File: src/pkg/acc_pkg.sv
// Package with register map, fields and types of the comparator control
`default_nettype none
package acc_pkg;
  // Register offsets (byte addresses)
  localparam logic [11:0] ACC_CTRL_OFF = 12'h000;
  localparam logic [11:0] ACC_LAD_OFF = 12'h004;
  localparam logic [11:0] ACC_INT_OFF = 12'h008;
  localparam logic [11:0] ACC_MASK_OFF = 12'h00C;
  // Control register fields
  localparam int ACC_EDGE_KIND_SELECT_LSB = 3;
  localparam int ACC_SYNC_BIT = 6;
  localparam int ACC_VP_LSB = 8;
  localparam int ACC_VM_LSB = 11;
  localparam int ACC_CLR_BIT = 20;
  localparam int ACC_RESULT_BIT = 21;
  localparam int ACC_EDGE_BIT = 23;
  // Ladder register fields
  localparam int ACC_LADEN_BIT = 0;
  localparam int ACC_STEP_LSB = 1;
  localparam int ACC_LADREF_BIT = 6;
  // Reset values
  localparam logic [31:0] ACC_CTRL_RST = 32'h0000_0000;
  localparam logic [31:0] ACC_LAD_RST = 32'h0000_0000;
  localparam logic [1:0] ACC_MASK_RST = 2'h0;
  // Writable bits
  localparam logic [31:0] ACC_CTRL_WMASK = 32'h0000_3F58;
  localparam logic [31:0] ACC_LAD_WMASK = 32'h0000_007F;
  // Edge kinds
  localparam logic [1:0] ACC_EDGE_FALL = 2'h0;
  localparam logic [1:0] ACC_EDGE_RISE = 2'h1;
  // Input source codes
  localparam logic [2:0] ACC_SRC_LADDER = 3'h0;
  localparam logic [2:0] ACC_SRC_IN_ONE = 3'h1;
  localparam logic [2:0] ACC_SRC_IN_TWO = 3'h2;
  localparam logic [2:0] ACC_SRC_BANDGAP = 3'h6;
  // System interrupt line number
  localparam int ACC_IRQ_LINE = 11;

  typedef enum logic [1:0] {
    ACC_BUS_IDLE = 2'b01,
    ACC_BUS_ACK = 2'b10
  } acc_bus_st_t;

  typedef struct packed {
    logic [2:0] vp_sel;
    logic [2:0] vm_sel;
    logic [4:0] step;
    logic ladder_en;
    logic ladder_ref_ext;
  } acc_analog_t;
endpackage
`default_nettype wire

File: src/acc_ctrl.sv
// Comparator control block: registers, input selection, edge interrupt
`default_nettype none
module acc_ctrl
  import acc_pkg::*;
(
  // Clock and reset
  input wire logic clk_i,
  input wire logic rst_i,
  // Wishbone slave
  input wire logic wb_cyc_i,
  input wire logic wb_stb_i,
  input wire logic wb_we_i,
  input wire logic [11:0] wb_adr_i,
  input wire logic [3:0] wb_sel_i,
  input wire logic [31:0] wb_dat_i,
  output logic [31:0] wb_dat_o,
  output logic wb_ack_o,
  // Analog comparator
  input wire logic cmp_raw_i,
  output logic [2:0] positive_input_select_o,
  output logic [2:0] negative_input_select_o,
  output logic [4:0] ladder_step_select_o,
  output logic ladder_enable_o,
  output logic ladder_ext_reference_o,
  // Result and interrupt
  output logic compare_result_out_o,
  output logic irq_o
);
  acc_bus_st_t bus_st_r;
  acc_bus_st_t bus_st_nxt;
  logic [31:0] ctrl_r;
  logic [31:0] lad_r;
  logic [1:0] mask_r;
  logic [1:0] stat_r;
  logic sync_a_r;
  logic sync_b_r;
  logic sync_c_r;
  logic irq_r;
  logic ack_r;
  logic [31:0] rdat_r;
  acc_analog_t ana_r;
  logic edge_flag;
  logic edge_hit;

  function automatic logic [31:0] merge(input logic [31:0] old,
      input logic [31:0] din, input logic [3:0] sel,
      input logic [31:0] wmask);
    logic [31:0] bmask;
    bmask = {{8{sel[3]}}, {8{sel[2]}}, {8{sel[1]}}, {8{sel[0]}}} & wmask;
    return (old & ~bmask) | (din & bmask);
  endfunction

  // Bus decode
  wire req = wb_cyc_i & wb_stb_i & (bus_st_r == ACC_BUS_IDLE);
  wire wr = req & wb_we_i;
  wire hit_ctrl = (wb_adr_i == ACC_CTRL_OFF);
  wire hit_lad = (wb_adr_i == ACC_LAD_OFF);
  wire hit_int = (wb_adr_i == ACC_INT_OFF);
  wire hit_mask = (wb_adr_i == ACC_MASK_OFF);
  wire clr_edge = wr & hit_ctrl & wb_sel_i[2] & wb_dat_i[ACC_CLR_BIT];
  wire [1:0] stat_w1c = (wr & hit_int & wb_sel_i[0]) ? wb_dat_i[1:0] :
    2'h0;

  wire sync_sel = ctrl_r[ACC_SYNC_BIT];
  wire cond_res = sync_sel ? sync_b_r : cmp_raw_i;

  always_comb begin
    bus_st_nxt = bus_st_r;
    case (bus_st_r)
      ACC_BUS_IDLE: begin
        if (req) begin
          bus_st_nxt = ACC_BUS_ACK;
        end
      end
      ACC_BUS_ACK: bus_st_nxt = ACC_BUS_IDLE;
      default: bus_st_nxt = ACC_BUS_IDLE;
    endcase
  end

  // Status bit 0 edge flag, bit 1 result change
  wire [1:0] events = {sync_b_r ^ sync_c_r, edge_hit};
  wire [1:0] stat_nxt = events | (stat_r & ~stat_w1c & {1'b1, ~clr_edge});
  // Request follows the new mask in the same cycle as the status
  wire [1:0] mask_nxt = (wr & hit_mask & wb_sel_i[0]) ? wb_dat_i[1:0] :
    mask_r;

  wire [31:0] ctrl_rd = ctrl_r | ({31'h0, edge_flag} << ACC_EDGE_BIT) |
    ({31'h0, sync_b_r} << ACC_RESULT_BIT);
  wire [31:0] rd_mux = hit_ctrl ? ctrl_rd :
    hit_lad ? lad_r :
    hit_int ? {30'h0, stat_r} :
    hit_mask ? {30'h0, mask_r} : 32'h0000_0000;

  always_ff @(posedge clk_i) begin
    if (rst_i) begin
      bus_st_r <= ACC_BUS_IDLE;
      ack_r <= 1'b0;
      rdat_r <= 32'h0000_0000;
    end else begin
      bus_st_r <= bus_st_nxt;
      ack_r <= req;
      rdat_r <= req ? rd_mux : 32'h0000_0000;
    end
  end

  always_ff @(posedge clk_i) begin
    if (rst_i) begin
      ctrl_r <= ACC_CTRL_RST;
      lad_r <= ACC_LAD_RST;
      mask_r <= ACC_MASK_RST;
    end else begin
      if (wr && hit_ctrl) begin
        ctrl_r <= merge(ctrl_r, wb_dat_i, wb_sel_i, ACC_CTRL_WMASK);
      end
      if (wr && hit_lad) begin
        lad_r <= merge(lad_r, wb_dat_i, wb_sel_i, ACC_LAD_WMASK);
      end
      if (wr && hit_mask && wb_sel_i[0]) begin
        mask_r <= wb_dat_i[1:0];
      end
    end
  end

  // Sync stage; first flop feeds only the second
  // Reset loads the live level, so no false edge follows reset
  always_ff @(posedge clk_i) begin
    if (rst_i) begin
      sync_a_r <= cmp_raw_i;
      sync_b_r <= cmp_raw_i;
    end else begin
      sync_a_r <= cmp_raw_i;
      sync_b_r <= sync_a_r;
    end
  end

  // Third flop holds the prior synced level for the change event
  always_ff @(posedge clk_i) begin
    if (rst_i) begin
      sync_c_r <= cmp_raw_i;
    end else begin
      sync_c_r <= sync_b_r;
    end
  end

  always_ff @(posedge clk_i) begin
    if (rst_i) begin
      stat_r <= 2'h0;
      irq_r <= 1'b0;
    end else begin
      stat_r <= stat_nxt;
      irq_r <= |(stat_nxt & mask_nxt);
    end
  end

  always_ff @(posedge clk_i) begin
    if (rst_i) begin
      ana_r <= '0;
    end else begin
      ana_r.vp_sel <= ctrl_r[ACC_VP_LSB +: 3];
      ana_r.vm_sel <= ctrl_r[ACC_VM_LSB +: 3];
      ana_r.step <= lad_r[ACC_STEP_LSB +: 5];
      ana_r.ladder_en <= lad_r[ACC_LADEN_BIT];
      ana_r.ladder_ref_ext <= lad_r[ACC_LADREF_BIT];
    end
  end

  // result out pin
  // Unregistered only with the sync bit clear; with it set the pin is driven from the sync_b_r flop
  assign compare_result_out_o = cond_res;

  acc_edge u_edge (
    .clk_i(clk_i),
    .rst_i(rst_i),
    .level_i(sync_b_r),
    .kind_i(ctrl_r[ACC_EDGE_KIND_SELECT_LSB +: 2]),
    .clear_i(clr_edge),
    .flag_o(edge_flag),
    .hit_o(edge_hit)
  );

  assign wb_ack_o = ack_r;
  assign wb_dat_o = rdat_r;
  assign irq_o = irq_r;
  assign positive_input_select_o = ana_r.vp_sel;
  assign negative_input_select_o = ana_r.vm_sel;
  assign ladder_step_select_o = ana_r.step;
  assign ladder_enable_o = ana_r.ladder_en;
  assign ladder_ext_reference_o = ana_r.ladder_ref_ext;

  ack_one_a:
    assert property (@(posedge clk_i) disable iff (rst_i)
    wb_ack_o |=> !wb_ack_o)
    else $error("ack held two cycles");
  ack_after_req_a:
    assert property (@(posedge clk_i) disable iff (rst_i)
    req |=> wb_ack_o)
    else $error("no ack after request");
  ack_state_a:
    assert property (@(posedge clk_i) disable iff (rst_i)
    wb_ack_o |-> bus_st_r == ACC_BUS_ACK)
    else $error("ack outside answer state");
  idle_data_a:
    assert property (@(posedge clk_i) disable iff (rst_i)
    !wb_ack_o |-> wb_dat_o == 32'h0000_0000)
    else $error("read data outside ack");
  rd_unmapped_a:
    assert property (@(posedge clk_i) disable iff (rst_i)
    req && !(hit_ctrl || hit_lad || hit_int || hit_mask) |=>
    wb_dat_o == 32'h0000_0000)
    else $error("unmapped read not zero");
  wr_unmapped_a:
    assert property (@(posedge clk_i) disable iff (rst_i)
    wr && !(hit_ctrl || hit_lad || hit_mask) |=>
    $stable(ctrl_r) && $stable(lad_r) && $stable(mask_r))
    else $error("stray write changed a register");
  ctrl_reserved_a:
    assert property (@(posedge clk_i) disable iff (rst_i)
    (ctrl_r & ~ACC_CTRL_WMASK) == 32'h0000_0000)
    else $error("control reserved bit set");
  lad_reserved_a:
    assert property (@(posedge clk_i) disable iff (rst_i)
    (lad_r & ~ACC_LAD_WMASK) == 32'h0000_0000)
    else $error("ladder reserved bit set");
  ctrl_write_a:
    assert property (@(posedge clk_i) disable iff (rst_i)
    wr && hit_ctrl && wb_sel_i == 4'hF |=>
    ctrl_r == ($past(wb_dat_i) & ACC_CTRL_WMASK))
    else $error("control write lost");
  lad_write_a:
    assert property (@(posedge clk_i) disable iff (rst_i)
    wr && hit_lad && wb_sel_i == 4'hF |=>
    lad_r == ($past(wb_dat_i) & ACC_LAD_WMASK))
    else $error("ladder write lost");
  ctrl_lane_a:
    assert property (@(posedge clk_i) disable iff (rst_i)
    wr && hit_ctrl && wb_sel_i[1:0] == 2'h0 |=> $stable(ctrl_r))
    else $error("control lane mask ignored");
  lad_lane_a:
    assert property (@(posedge clk_i) disable iff (rst_i)
    wr && hit_lad && !wb_sel_i[0] |=> $stable(lad_r))
    else $error("ladder lane mask ignored");
  result_bit_a:
    assert property (@(posedge clk_i) disable iff (rst_i)
    req && hit_ctrl |=> wb_dat_o[ACC_RESULT_BIT] == $past(sync_b_r))
    else $error("result bit wrong");
  change_sets_a:
    assert property (@(posedge clk_i) disable iff (rst_i)
    sync_b_r != sync_c_r |=> stat_r[1])
    else $error("result change not recorded");
  flag_bit_a:
    assert property (@(posedge clk_i) disable iff (rst_i)
    req && hit_ctrl |=> wb_dat_o[ACC_EDGE_BIT] == $past(edge_flag))
    else $error("edge flag bit wrong");
  irq_follow_a:
    assert property (@(posedge clk_i) disable iff (rst_i)
    edge_hit && mask_r[0] |=> irq_o)
    else $error("edge did not raise request");
  irq_level_a:
    assert property (@(posedge clk_i) disable iff (rst_i)
    irq_o == (|(stat_r & mask_r)))
    else $error("request not equal to unmasked status");
  mask_write_a:
    assert property (@(posedge clk_i) disable iff (rst_i)
    wr && hit_mask && wb_sel_i[0] |=> mask_r == $past(wb_dat_i[1:0]))
    else $error("mask write lost");
  flag_clear_a:
    assert property (@(posedge clk_i) disable iff (rst_i)
    clr_edge && !edge_hit |=> !stat_r[0])
    else $error("clear left status set");
  int_clear_a:
    assert property (@(posedge clk_i) disable iff (rst_i)
    wr && hit_int && wb_sel_i[0] && wb_dat_i[0] && !edge_hit |=> !stat_r[0])
    else $error("status write one left bit set");
  clear_irq_a:
    assert property (@(posedge clk_i) disable iff (rst_i)
    clr_edge && !edge_hit && !mask_r[1] |=> !irq_o)
    else $error("clear left request high");
  sync_path_a:
    assert property (@(posedge clk_i) disable iff (rst_i)
    sync_sel |-> compare_result_out_o == $past(cmp_raw_i, 2))
    else $error("synced output wrong");
  direct_path_a:
    assert property (@(posedge clk_i) disable iff (rst_i)
    !sync_sel |-> compare_result_out_o == cmp_raw_i)
    else $error("direct output wrong");
  vp_select_a:
    assert property (@(posedge clk_i) disable iff (rst_i)
    ##1 positive_input_select_o == $past(ctrl_r[10:8]))
    else $error("positive select lag");
  vm_select_a:
    assert property (@(posedge clk_i) disable iff (rst_i)
    ##1 negative_input_select_o == $past(ctrl_r[13:11]))
    else $error("negative select lag");
  step_select_a:
    assert property (@(posedge clk_i) disable iff (rst_i)
    ##1 ladder_step_select_o == $past(lad_r[5:1]))
    else $error("ladder step lag");
  ladder_en_a:
    assert property (@(posedge clk_i) disable iff (rst_i)
    ##1 ladder_enable_o == $past(lad_r[ACC_LADEN_BIT]))
    else $error("ladder power lag");
  ladder_ref_a:
    assert property (@(posedge clk_i) disable iff (rst_i)
    ##1 ladder_ext_reference_o == $past(lad_r[ACC_LADREF_BIT]))
    else $error("ladder reference lag");
  edge_cov_c: cover property (@(posedge clk_i) edge_hit ##1 irq_o);
  clear_cov_c: cover property (@(posedge clk_i) clr_edge);
  sync_cov_c: cover property (@(posedge clk_i) sync_sel && edge_hit);
  mask_cov_c: cover property (@(posedge clk_i) irq_o ##1 !irq_o);
  lad_cov_c: cover property (@(posedge clk_i) wr && hit_lad);
endmodule
`default_nettype wire

File: src/acc_edge.sv
// Edge detector with sticky edge flag for the comparator result
`default_nettype none
module acc_edge
  import acc_pkg::*;
(
  // Clock and reset
  input wire logic clk_i,
  input wire logic rst_i,
  // Control
  input wire logic level_i,
  input wire logic [1:0] kind_i,
  input wire logic clear_i,
  // Status
  output logic flag_o,
  output logic hit_o
);
  logic prev_r;
  logic flag_r;
  wire rise = level_i & ~prev_r;
  wire fall = ~level_i & prev_r;
  wire both = kind_i[1];
  wire hit = both ? (rise | fall) :
    (kind_i == ACC_EDGE_RISE) ? rise : fall;

  always_ff @(posedge clk_i) begin
    // Tracks the level in reset too, so no false edge after it
    prev_r <= level_i;
  end

  always_ff @(posedge clk_i) begin
    if (rst_i) begin
      flag_r <= 1'b0;
    end else if (hit) begin
      flag_r <= 1'b1;
    end else if (clear_i) begin
      flag_r <= 1'b0;
    end
  end

  assign flag_o = flag_r;
  assign hit_o = hit;

  edge_sets_a:
    assert property (@(posedge clk_i) disable iff (rst_i)
    hit |=> flag_r)
    else $error("edge did not set flag");
  edge_clear_a:
    assert property (@(posedge clk_i) disable iff (rst_i)
    clear_i && !hit |=> !flag_r)
    else $error("clear did not drop flag");
  fall_only_a:
    assert property (@(posedge clk_i) disable iff (rst_i)
    kind_i == ACC_EDGE_FALL && rise |-> !hit)
    else $error("rising edge seen in falling mode");
  edge_once_a:
    assert property (@(posedge clk_i) disable iff (rst_i)
    hit |=> !hit || $changed(level_i))
    else $error("one transition counted twice");
endmodule
`default_nettype wire

File: config.mk
export PLATFORM = sky130hd
export DESIGN_NAME = acc_ctrl
export DESIGN_NICKNAME = d
export VERILOG_FILES = /design/src/pkg/acc_pkg.sv /design/src/acc_ctrl.sv /design/src/acc_edge.sv
export SDC_FILE = /design/constraint.sdc
export NUM_CORES = 1
export LEC_CHECK = 0
export BUFFER_PORTS_ARGS = -buffer_cell sky130_fd_sc_hd__buf_2
export CORE_MARGIN = 2
export CORE_UTILIZATION = 45
export DETAILED_ROUTE_END_ITERATION = 10
export MAX_ROUTING_LAYER = met4
export PLACE_DENSITY = 0.87
export SETUP_SLACK_MARGIN = 0.15
export SLEW_MARGIN = 30
export SYNTH_ARGS = -nofsm -noshare
export SYNTH_HDL_FRONTEND = slang
export SYNTH_SLANG_ARGS = --single-unit
File: constraint.sdc
create_clock -name clk_i -period 3.7 [get_ports clk_i]
set_input_delay 0.74 -clock clk_i [delete_from_list [all_inputs] [get_ports clk_i]]
set_output_delay 0.74 -clock clk_i [all_outputs]
set_load 0.03 [all_outputs]
-- After elaboration in Yosys (flattened, before gate mapping)
Index checks and enable logic that the tools add are counted.
- bits in registers: 122
- input port bits: 54
- output and inout bits: 48
- logic and storage cells: 79
- eq/ne operators: 5
- multiplexer cells: 13
- bitwise gates (word level): 34
- reductions and logical operators: 9
- operator list (cell ; count):
    AND 32 bit ; 2
    2-to-1 mux 32 bit ; 2
    bitwise OR 32 bit ; 2
    AND 32 x 14 -> 32 bit ; 1
    AND 32 x 7 -> 32 bit ; 1
    inverter 14 -> 32 bit ; 1
    inverter 7 -> 32 bit ; 1
    bitwise OR 32 x 22 -> 32 bit ; 1
    bitwise OR 32 x 24 -> 32 bit ; 1
    == test 12 x 4 -> 1 bit, second input constant ; 2
    AND 1 bit ; 12
    == test 12 x 3 -> 1 bit, second input constant ; 1
    zero test 12 bit ; 1
    2-to-1 mux 2 bit ; 4
    2-to-1 mux 1 bit ; 7
    AND 2 bit ; 3
    OR reduction 2 bit ; 3
    inverter 1 bit ; 5
    == test 2 x 1 -> 1 bit, second input constant ; 2
    logical AND 1 bit ; 4
    inverter 2 bit ; 1
    bitwise OR 2 bit ; 1
    nonzero test 2 bit ; 1
    bitwise OR 1 bit ; 1
    bitwise XOR 1 bit ; 1

-- Depth between registers and ports, before layout
Gate-level depths: netlist (run 1).
- depth after elaboration: 12
- mapped depth: 7
- gate-level depth less buffers: 7

-- Cells and area by module
Synthesis (run 1) repeated with hierarchy kept, for this count alone.
- cell total of the unflattened synthesis: 213
- area total of the unflattened synthesis: 2155.8 um2
- modules (own cells, without submodules) (module ; instances ; cells each ; area each (um2)):
    acc_ctrl ; 1 ; 201 ; 2040.7
    acc_edge ; 1 ; 12 ; 115.1

-- Least setup slack after synthesis (run 1)
OpenSTA, ideal clock, no wires.
- path type: in2reg
- start point: input wb_adr_i[7]
- end point: register irq_r (netlist: irq_o)
- data arrival time: 2254 ps
- slack: 1329 ps
- stages on the path: 5
- cells stage by stage: or4_4 -> nor4_4 -> nand4_1 -> a31o_1 -> a22o_1
- longest elaborated chain between the ends: 10
- elaborated cells on any way between the ends: 19
- those cells by class: eq/ne (2); mux (2); bitwise (13); reduce/logical (2)
- RTL lines (item ; line ; source):
    start: declaration ; acc_ctrl.sv:13 ; input wire logic [11:0] wb_adr_i,
    == test 12 x 4 -> 1 bit ; acc_ctrl.sv:58 ; wire hit_int = (wb_adr_i == ACC_INT_OFF);
    AND 1 bit (2 in a row) ; acc_ctrl.sv:61 ; wire [1:0] stat_w1c = (wr & hit_int & wb_sel_i[0]) ? wb_dat_i[1:0] :
    2-to-1 mux 2 bit ; acc_ctrl.sv:61 ;
    inverter 2 bit ; acc_ctrl.sv:82 ; wire [1:0] stat_nxt = events | (stat_r & ~stat_w1c & {1'b1, ~clr_edge});
    AND 2 bit (2 in a row) ; acc_ctrl.sv:82 ;
    bitwise OR 2 bit ; acc_ctrl.sv:82 ;
    AND 2 bit * ; acc_ctrl.sv:151 ; irq_r <= |(stat_nxt & mask_nxt);
    OR reduction 2 bit * ; acc_ctrl.sv:151 ;
    end signal: assignment ; acc_ctrl.sv:151 ;
    end: declaration ; acc_ctrl.sv:38 ; logic irq_r;
Mark *: on every way between the ends. The rest lies on a longest branch, timed or not.
A chain may end at the register's enable or synchronous reset.

==> flow_metrics.py, run 1 <==
metrics = {
    "final_layout": {
        "layoutNonFillerInstCount": 323,
        "drive_above_1_share_pct": 33.58,
        "fin_nets": 322,
        "syn2layout_area_growth_pct": 24.53,
        "utilization_pct": 59.04,
        "final_area_um2": 2624,
        "n_antenna_cell": 0,
    },
    "global_route": {
        "grt_max_degree": 40,
        "overflow": 0,
        "grt_usage_pct": 15.55,
        "antenna_found_initial": 0,
        "grt_pass1_wl_mm": 5.865,
        "grt_pass1_vias": 1317,
    },
    "synth": {
        "ys_async_sr_fraction_pct": 0,
        "netlist_area_um2": 2107,
        "synth_warnings": 0,
        "syn_inst": 199,
        "syn_avg_cell_area_um2": 10.59,
        "synth_common_cells": "57 x dfxtp_1, 22 x nor2_1, 17 x buf_4, 17 x nor2b_1, 15 x mux2i_1",
        "synth.most_common_cell": "dfxtp_1",
        "ys_seq_area_share_pct": 54.16,
        "yosysTopAreaCell": "dfxtp_1",
        "synth-edff-count": 0,
        "ys_ff_latch": 57,
        "synth_top_area_share_pct": 54.16,
        "synth_area_leaders": "dfxtp_1 54%, mux2i_1 7.1%, buf_4 6.1%",
        "synthFlopType": "dfxtp_1",
        "synth.distinct_cells": 34,
    },
    "sta": {
        "finalHoldViolCount": 0,
        "slew_violations": 0,
        "setup_viol_count_final": 0,
        "period_needed_ns": 2.535,
        "finClkSkew_ns": 0.004819,
        "worst_pin_slew_ns": 0.6981,
        "relSlewSlack_pct": 53.46,
        "period_share_pct": 68.50,
        "max_freq_mhz": 394.6,
        "finalSetupTns_ns": 0,
        "grt_setup_unrepaired": "no",
    },
    "power_and_ir_drop": {
        "p_int_mw": 1.051,
        "p_per_area_nw_per_um2": 508.7,
        "p_leak_nw": 1.278,
        "ir_worst_vdd_uv": 263.4,
        "switching_power_mw": 0.2840,
        "p_seq_share_pct": 46.9,
        "p_total_mw": 1.335,
        "swShare_pct": 21.28,
        "p_clk_share_pct": 47.1,
        "comb_power_share_pct": 6.0,
    },
    "floorplan": {
        "core_area_um2": 4444,
        "die_h_um": 72.43,
        "initial_utilization_pct": 47.41,
        "die_x_um": 72.43,
        "rows": 24,
        "dieArea_um2": 5245,
        "io-pin-count": 102,
    },
    "cts": {
        "postCtsResizedCells": 0,
        "clock_sinks": 57,
        "clock_latency_ns": 0.32,
        "cts_setup_buffers": 0,
        "cts.clk_slew.worst_paths_ns": 0.06,
        "cts_root_buf": "clkbuf_8",
        "cts_tree": "done",
        "hold_buffers": 0,
        "h-tree-depth": 3,
        "clk_path_buf_depth": 2,
        "cts_buffers": 9,
    },
    "hold_path": {
        "hp-class": "flip-flop to flip-flop",
        "hold_end": "u_edge.prev_r",
        "hp-start": "sync_b_r",
        "whs_path_depth": 0,
    },
    "job": {
        "maxCapViolCount": 0,
    },
    "worst_setup_path": {
        "cp.required_ns": 3.89,
        "reg2reg_depth": 5,
        "criticalPathCategory": "input port to flip-flop",
        "critPathCaptureType": "flip-flop",
        "cp_slowest_cell": "or4_4",
        "critPathMaxFanout": 7,
        "cpPeakStageDelay_ns": 0.55,
        "cp_cell_sequence": "buf_2 -> or4_4 -> nor4_4 -> nand4b_1 -> mux2i_1 -> nor2_1",
        "r2r_start": "bus_st_r[1]",
        "critPathArrivalTime_ns": 2.72,
        "reg2reg_slack_ns": 1.55,
        "worstSetupStartpointType": "input port",
    },
    "route": {
        "top_layer": "met4",
        "initialDrtViolationCount": 111,
        "first_pass_iters": 4,
        "wl_met3_um": 317,
        "wl_per_cell_um": 11.95,
        "routed_wl_mm": 3.860,
        "wl_met2_mm": 1.762,
        "drc": 0,
        "postRouteAntennaNets": 0,
        "viasPerCell": 4.650,
        "wl_met1_mm": 1.723,
        "num_vias": 1502,
    },
    "placement": {
        "place_area_um2": 2397,
        "place.gp.congestion": 0.8231,
        "dp.cells": 307,
        "io_buffers": 65,
        "hpwlAfterDp_mm": 2.767,
    },
    "run_status": {
        "outcome": "complete, no violations",
    },
}
## final cells by class
type                       count  area [um^2]
clock buffer                  15        196.4
clock inverter                 1        30.03
fill                         377         1821
inverter                       5        18.77
multi-input combinational    128        847.1
sequential                    57         1141
tap                           52        65.06
timing repair buffer          65        325.3
## worst max path at each step
stage | depth (start not counted) | from | endpoint | slack (ns)
floorplan | 5 | wb_adr_i[7] | irq_o | 1.33
global placement | 6 | wb_adr_i[7] | flip-flop | 0.85
detailed placement | 6 | wb_adr_i[7] | flip-flop | 0.82
CTS | 6 | wb_adr_i[7] | flip-flop | 1.16
global route | 6 | wb_adr_i[7] | flip-flop | 1.0
finish | 6 | wb_adr_i[7] | flip-flop | 1.17
## metrics by stage
step	setup slack [ns]	hold WS, ns
global route	0.9952	0.4457
detailed placement	0.8151	0.4123
finish	1.165	0.4198
floorplan	1.329	0.3869
global placement	0.8515	0.4031
CTS	1.157	0.4246
## critical path, delay by kind of cell
family,cells,cell delay (ns)
mux,1,0.31
buf+inv,1,0.09
simple gates,4,1.56
## power by group through the flow
| stage | Clock, mW | Sequential [mW] | Combinational [mW] |
|---|---|---|---|
| floorplan | 0 | 0.639 | 0.0660 |
| detailed placement | 0 | 0.639 | 0.0795 |
| CTS | 0.640 | 0.626 | 0.0802 |
| global placement | 0 | 0.639 | 0.0784 |
| global route | 0.666 | 0.626 | 0.0865 |
| finish | 0.629 | 0.626 | 0.0801 |
## cells in the final DEF, fill, tap and decap left out, drive strengths merged, types with 2 or more instances in the layout
master,instances
or4,2
a21bo,2
nand3,6
nor4,4
clkbuf,15
mux2i,15
a22oi,2
mux2,3
nor2,22
ha,2
nand2,3
inv,5
o21ai,2
a21oi,5
nand4b,2
nor2b,17
buf,65
a22o,4
conb,17
dfxtp,57
and2,9
## cell families (layout without fill, tap and decap cells)
kind of cell	count (synthesis)	in the layout	synth area share, %
flip-flops	57	57	54.16
buffers and inverters	30	86	8.492
AND/OR/NAND/NOR	72	72	20.72
multiplexers	18	18	8.729
XOR/XNOR	1	1	0.4158
adder cells (fa/ha/maj)	2	2	1.187
other	1	17	0.1780
AO/OA/AOI/OAI	18	18	6.116
## layer usage
metal | GRT usage [%] | up-vias
li1 | - | 768
met1 | 17.29 | 659
met2 | 24.16 | 68
met3 | 6.250 | 7
met4 | 7.819 | 0
met5 | - | -
Note: power is estimated with default switching activity, not from simulation.
==> run 2, diff against run 1 <==
Clock period 3.7 ns to 2.6 ns, I/O delays scaled along.
==> flow_metrics.py, run 2 (synthesized netlist as in run 1, its figures left out) <==
metrics = {
    "placement": {
        "hpwlAfterDp_mm": 2.857,
        "io_buffers": 65,
        "place.gp.congestion": 0.8103,
    },
    "floorplan": {
        "initial_utilization_pct": 47.41,
        "die_x_um": 72.43,
        "core_area_um2": 4444,
        "io-pin-count": 102,
        "rows": 24,
        "dieArea_um2": 5245,
        "die_h_um": 72.43,
    },
    "final_layout": {
        "syn2layout_area_growth_pct": 27.26,
        "fin_nets": 326,
        "n_antenna_cell": 0,
        "final_common_cell": "buf_2",
        "drive_above_1_share_pct": 34.55,
        "final_cell_mix": "65 x buf_2, 57 x dfxtp_1, 22 x nor2_1, 17 x nor2b_1, 17 x conb_1",
    },
    "route": {
        "drc": 0,
        "viasPerCell": 4.725,
        "postRouteAntennaNets": 0,
        "routed_wl_mm": 3.997,
        "num_vias": 1545,
        "wl_per_cell_um": 12.22,
        "initialDrtViolationCount": 88,
        "first_pass_iters": 4,
    },
    "power_and_ir_drop": {
        "ir_worst_vdd_uv": 309.0,
        "p_leak_nw": 1.309,
        "p_per_area_nw_per_um2": 757.9,
    },
    "worst_setup_path": {
        "criticalPathCategory": "input port to flip-flop",
        "critPathArrivalTime_ns": 2.33,
        "critPathMaxFanout": 6,
        "worstSetupStartpointType": "input port",
        "cp.required_ns": 2.80,
        "critPathCaptureType": "flip-flop",
    },
    "sta": {
        "slew_violations": 0,
        "finalHoldViolCount": 0,
        "period_needed_ns": 2.136,
        "period_share_pct": 82.15,
        "finClkSkew_ns": 0.004785,
        "holdWs_ns": 0.3311,
        "grt_setup_unrepaired": "no",
        "max_freq_mhz": 468.2,
        "finalSetupTns_ns": 0,
        "setup_viol_count_final": 0,
    },
    "cts": {
        "clk_path_buf_depth": 2,
        "clock_sinks": 57,
        "hold_buffers": 0,
        "cts_buffers": 9,
        "cts_setup_buffers": 0,
        "cts_tree": "done",
        "postCtsResizedCells": 0,
        "clock_latency_ns": 0.32,
        "cts.clk_slew.worst_paths_ns": 0.06,
        "cts_root_buf": "clkbuf_8",
        "h-tree-depth": 3,
    },
    "global_route": {
        "grt_pass1_wl_mm": 6.099,
        "grt_usage_pct": 16.16,
        "overflow": 0,
        "grt_pass1_vias": 1376,
        "antenna_found_initial": 0,
        "grt_max_degree": 39,
    },
    "run_status": {
        "outcome": "complete, no violations",
    },
    "job": {
        "maxCapViolCount": 0,
    },
    "hold_path": {
        "hp-class": "input port to flip-flop",
    },
}
run 2: cell count changes in the layout (fill, tap and decap cells not counted), sizes merged:
cell,before,now
clkinv,0,1
buf,65,69
clkbuf,15,12
bufinv,1,3
run 2: layer usage:
metal	GRT usage, %	share of wire [%]	up-vias
met5	-	0	-
met4	6.173	1.2	0
li1	-	-	780
met2	26.50	48	64
met3	6.250	7.0	5
met1	17.78	43	696
run 2: worst paths after layout:
kind / from / to / slack (ns) / depth (start not counted)
min reg2reg: sync_b_r / u_edge.prev_r / 0.42 / 0
max reg2reg: bus_st_r[1] / irq_o / 0.77 / 6
max: wb_adr_i[7] / flip-flop / 0.46 / 6
min: cmp_raw_i / sync_a_r / 0.33 / 1
run 2: per-stage QoR:
step | instances | util, % | worst slack (ns) | power, mW | area [um^2]
CTS | 327 | 60.33 | 0.4970 | 2.056 | 2681
global route | 327 | 60.33 | 0.2982 | 2.093 | 2681
global placement | 311 | 54.62 | 0.2157 | 1.022 | 2427
detailed placement | 311 | 54.62 | 0.1747 | 1.024 | 2427
floorplan | 215 | - | 0.4494 | 1.003 | 2167
finish | 327 | 60.33 | 0.4642 | 2.032 | 2681
run 2: worst max-delay path, stage by stage:
cell and delay, ns:
buf_2 0.09, or4_4 0.55, nor4_1 0.31, and4_1 0.52, mux2i_1 0.28, nor2_1 0.06
run 2: layout make-up:
cell class	instances	area, um^2
flip-flops and latches	57	1141
inverters	5	18.77
repair buffers	69	355.3
multi-input cells	128	847.1
clock inverters	4	98.84
fillers	380	1763
clock buffers	12	155.1
well taps	52	65.06
run 2: power breakdown:
part	switching, mW	total (mW)	internal, mW	leakage, nW
logic	0.0778	0.115	0.0373	0.721
clock network	0.336	1.03	0.691	0.127
registers	0.00580	0.890	0.885	0.462
total	0.419	2.03	1.61	1.31
==> run 3, diff against run 2 <==
Settings changed: CORE_UTILIZATION 45 to 41, PLACE_DENSITY 0.87 to 0.84.
Clock period 2.6 ns to 1.9 ns, I/O delays scaled along.
==> flow_metrics.py, run 3 (synthesized netlist as in run 1, its figures left out) <==
metrics = {
    "final_layout": {
        "utilization_pct": 55.88,
        "multi_input_area_um2": 883.3,
        "fill_cells": 460,
        "final_common_cell": "buf_2",
        "fin_nets": 336,
        "seq_area_um2": 1141,
        "syn2layout_area_growth_pct": 33.73,
        "n_antenna_cell": 0,
        "layoutNonFillerInstCount": 355,
        "final_cell_mix": "64 x buf_2, 57 x dfxtp_1, 21 x nor2_1, 17 x nor2b_1, 17 x conb_1",
        "drive_above_1_share_pct": 38.60,
    },
    "power_and_ir_drop": {
        "ir_worst_vdd_uv": 681.6,
        "p_per_area_nw_per_um2": 942.7,
        "p_leak_nw": 1.357,
        "p_total_mw": 2.656,
    },
    "global_route": {
        "antenna_found_initial": 0,
        "overflow": 0,
        "grt_pass1_vias": 1443,
        "grt_usage_pct": 15.77,
        "grt_max_degree": 39,
        "grt_pass1_wl_mm": 6.361,
    },
    "cts": {
        "clock_latency_ns": 0.32,
        "clock_sinks": 57,
        "clk_path_buf_depth": 2,
        "h-tree-depth": 3,
        "cts.clk_slew.worst_paths_ns": 0.06,
        "hold_buffers": 0,
        "cts_root_buf": "clkbuf_8",
        "cts_buffers": 9,
        "cts_tree": "done",
    },
    "route": {
        "wl_per_cell_um": 11.46,
        "postRouteAntennaNets": 0,
        "initialDrtViolationCount": 46,
        "viasPerCell": 4.496,
        "num_vias": 1596,
        "routed_wl_mm": 4.067,
        "drc": 0,
        "first_pass_iters": 4,
    },
    "floorplan": {
        "dieArea_um2": 5728,
        "core_area_um2": 5042,
        "die_x_um": 75.69,
        "initial_utilization_pct": 41.79,
        "io-pin-count": 102,
        "rows": 26,
        "die_h_um": 75.69,
    },
    "sta": {
        "finClkSkew_ns": 0.008016,
        "setup_viol_count_final": 0,
        "period_share_pct": 94.85,
        "grt_setup_unrepaired": "yes",
        "finalHoldViolCount": 0,
        "max_freq_mhz": 554.9,
        "slew_violations": 0,
        "setup_ws_ns": 0.09781,
        "period_needed_ns": 1.802,
        "finalSetupTns_ns": 0,
    },
    "placement": {
        "io_buffers": 65,
        "place.gp.congestion": 0.7593,
        "dp.cells": 339,
        "hpwlAfterDp_mm": 3.009,
        "pre_cts_slack_ns": -0.2605,
    },
    "job": {
        "maxCapViolCount": 0,
    },
    "worst_setup_path": {
        "cp.required_ns": 2.12,
        "critPathMaxFanout": 4,
        "worstSetupStartpointType": "input port",
        "critPathCaptureType": "flip-flop",
        "criticalPathCategory": "input port to flip-flop",
        "critPathArrivalTime_ns": 2.02,
    },
    "hold_path": {
        "hp-class": "input port to flip-flop",
    },
    "run_status": {
        "outcome": "complete, no violations",
    },
}
run 3: worst paths after layout:
kind,end,cells past startpoint,slack (ns),start
worst max-delay path,irq_o,8,0.1,wb_adr_i[7]
worst min-delay path,sync_a_r,1,0.19,cmp_raw_i
worst max register to register,irq_o,6,0.17,bus_st_r[1]
worst min register to register,u_edge.prev_r,0,0.43,sync_b_r
run 3: metal layers:
| metal | wire [um] | up-vias | share of wire, % | GRT usage, % |
|---|---|---|---|---|
| li1 | - | 798 | - | - |
| met1 | 1828 | 699 | 45 | 19.42 |
| met2 | 1824 | 86 | 45 | 23.09 |
| met3 | 318 | 13 | 7.8 | 4.233 |
| met4 | 95 | 0 | 2.3 | 9.357 |
| met5 | 0 | - | 0 | - |
run 3: report_power, final:
group / internal, mW / switching, mW / leakage [nW]
Combinational: 0.0601 / 0.111 / 0.786
Sequential: 1.21 / 0.00922 / 0.462
Clock: 0.810 / 0.455 / 0.109
Total: 2.08 / 0.575 / 1.36
run 3: stage by stage:
| stage | hold WS, ns | instance area (um^2) |
|---|---|---|
| floorplan | 0.3869 | 2201 |
| global placement | 0.4114 | 2559 |
| detailed placement | 0.4262 | 2559 |
| CTS | 0.1729 | 2789 |
| global route | 0.1775 | 2818 |
| finish | 0.1908 | 2818 |
run 3: worst max-delay path: stages:
cell,delay [ns]
buf_6,0.09
or4_4,0.56
buf_6,0.14
nor4_4,0.22
buf_4,0.19
a21bo_2,0.12
a21oi_1,0.07
a22o_1,0.24
run 3: what timing repair did:
item                       CTS  global route
setup buffers                0             0
pin swaps                    0             4
cloned                       0             0
resized for setup            0             6
setup endpoints to repair    5            28
run 3: cell type report:
class	count	share of cell area (%)
Timing Repair Buffer	79	16.21
Multi-Input combinational cell	128	31.35
Tap cell	70	3.108
Inverter	5	0.6661
Sequential cell	57	40.50
Clock buffer	12	5.506
Clock inverter	4	2.664
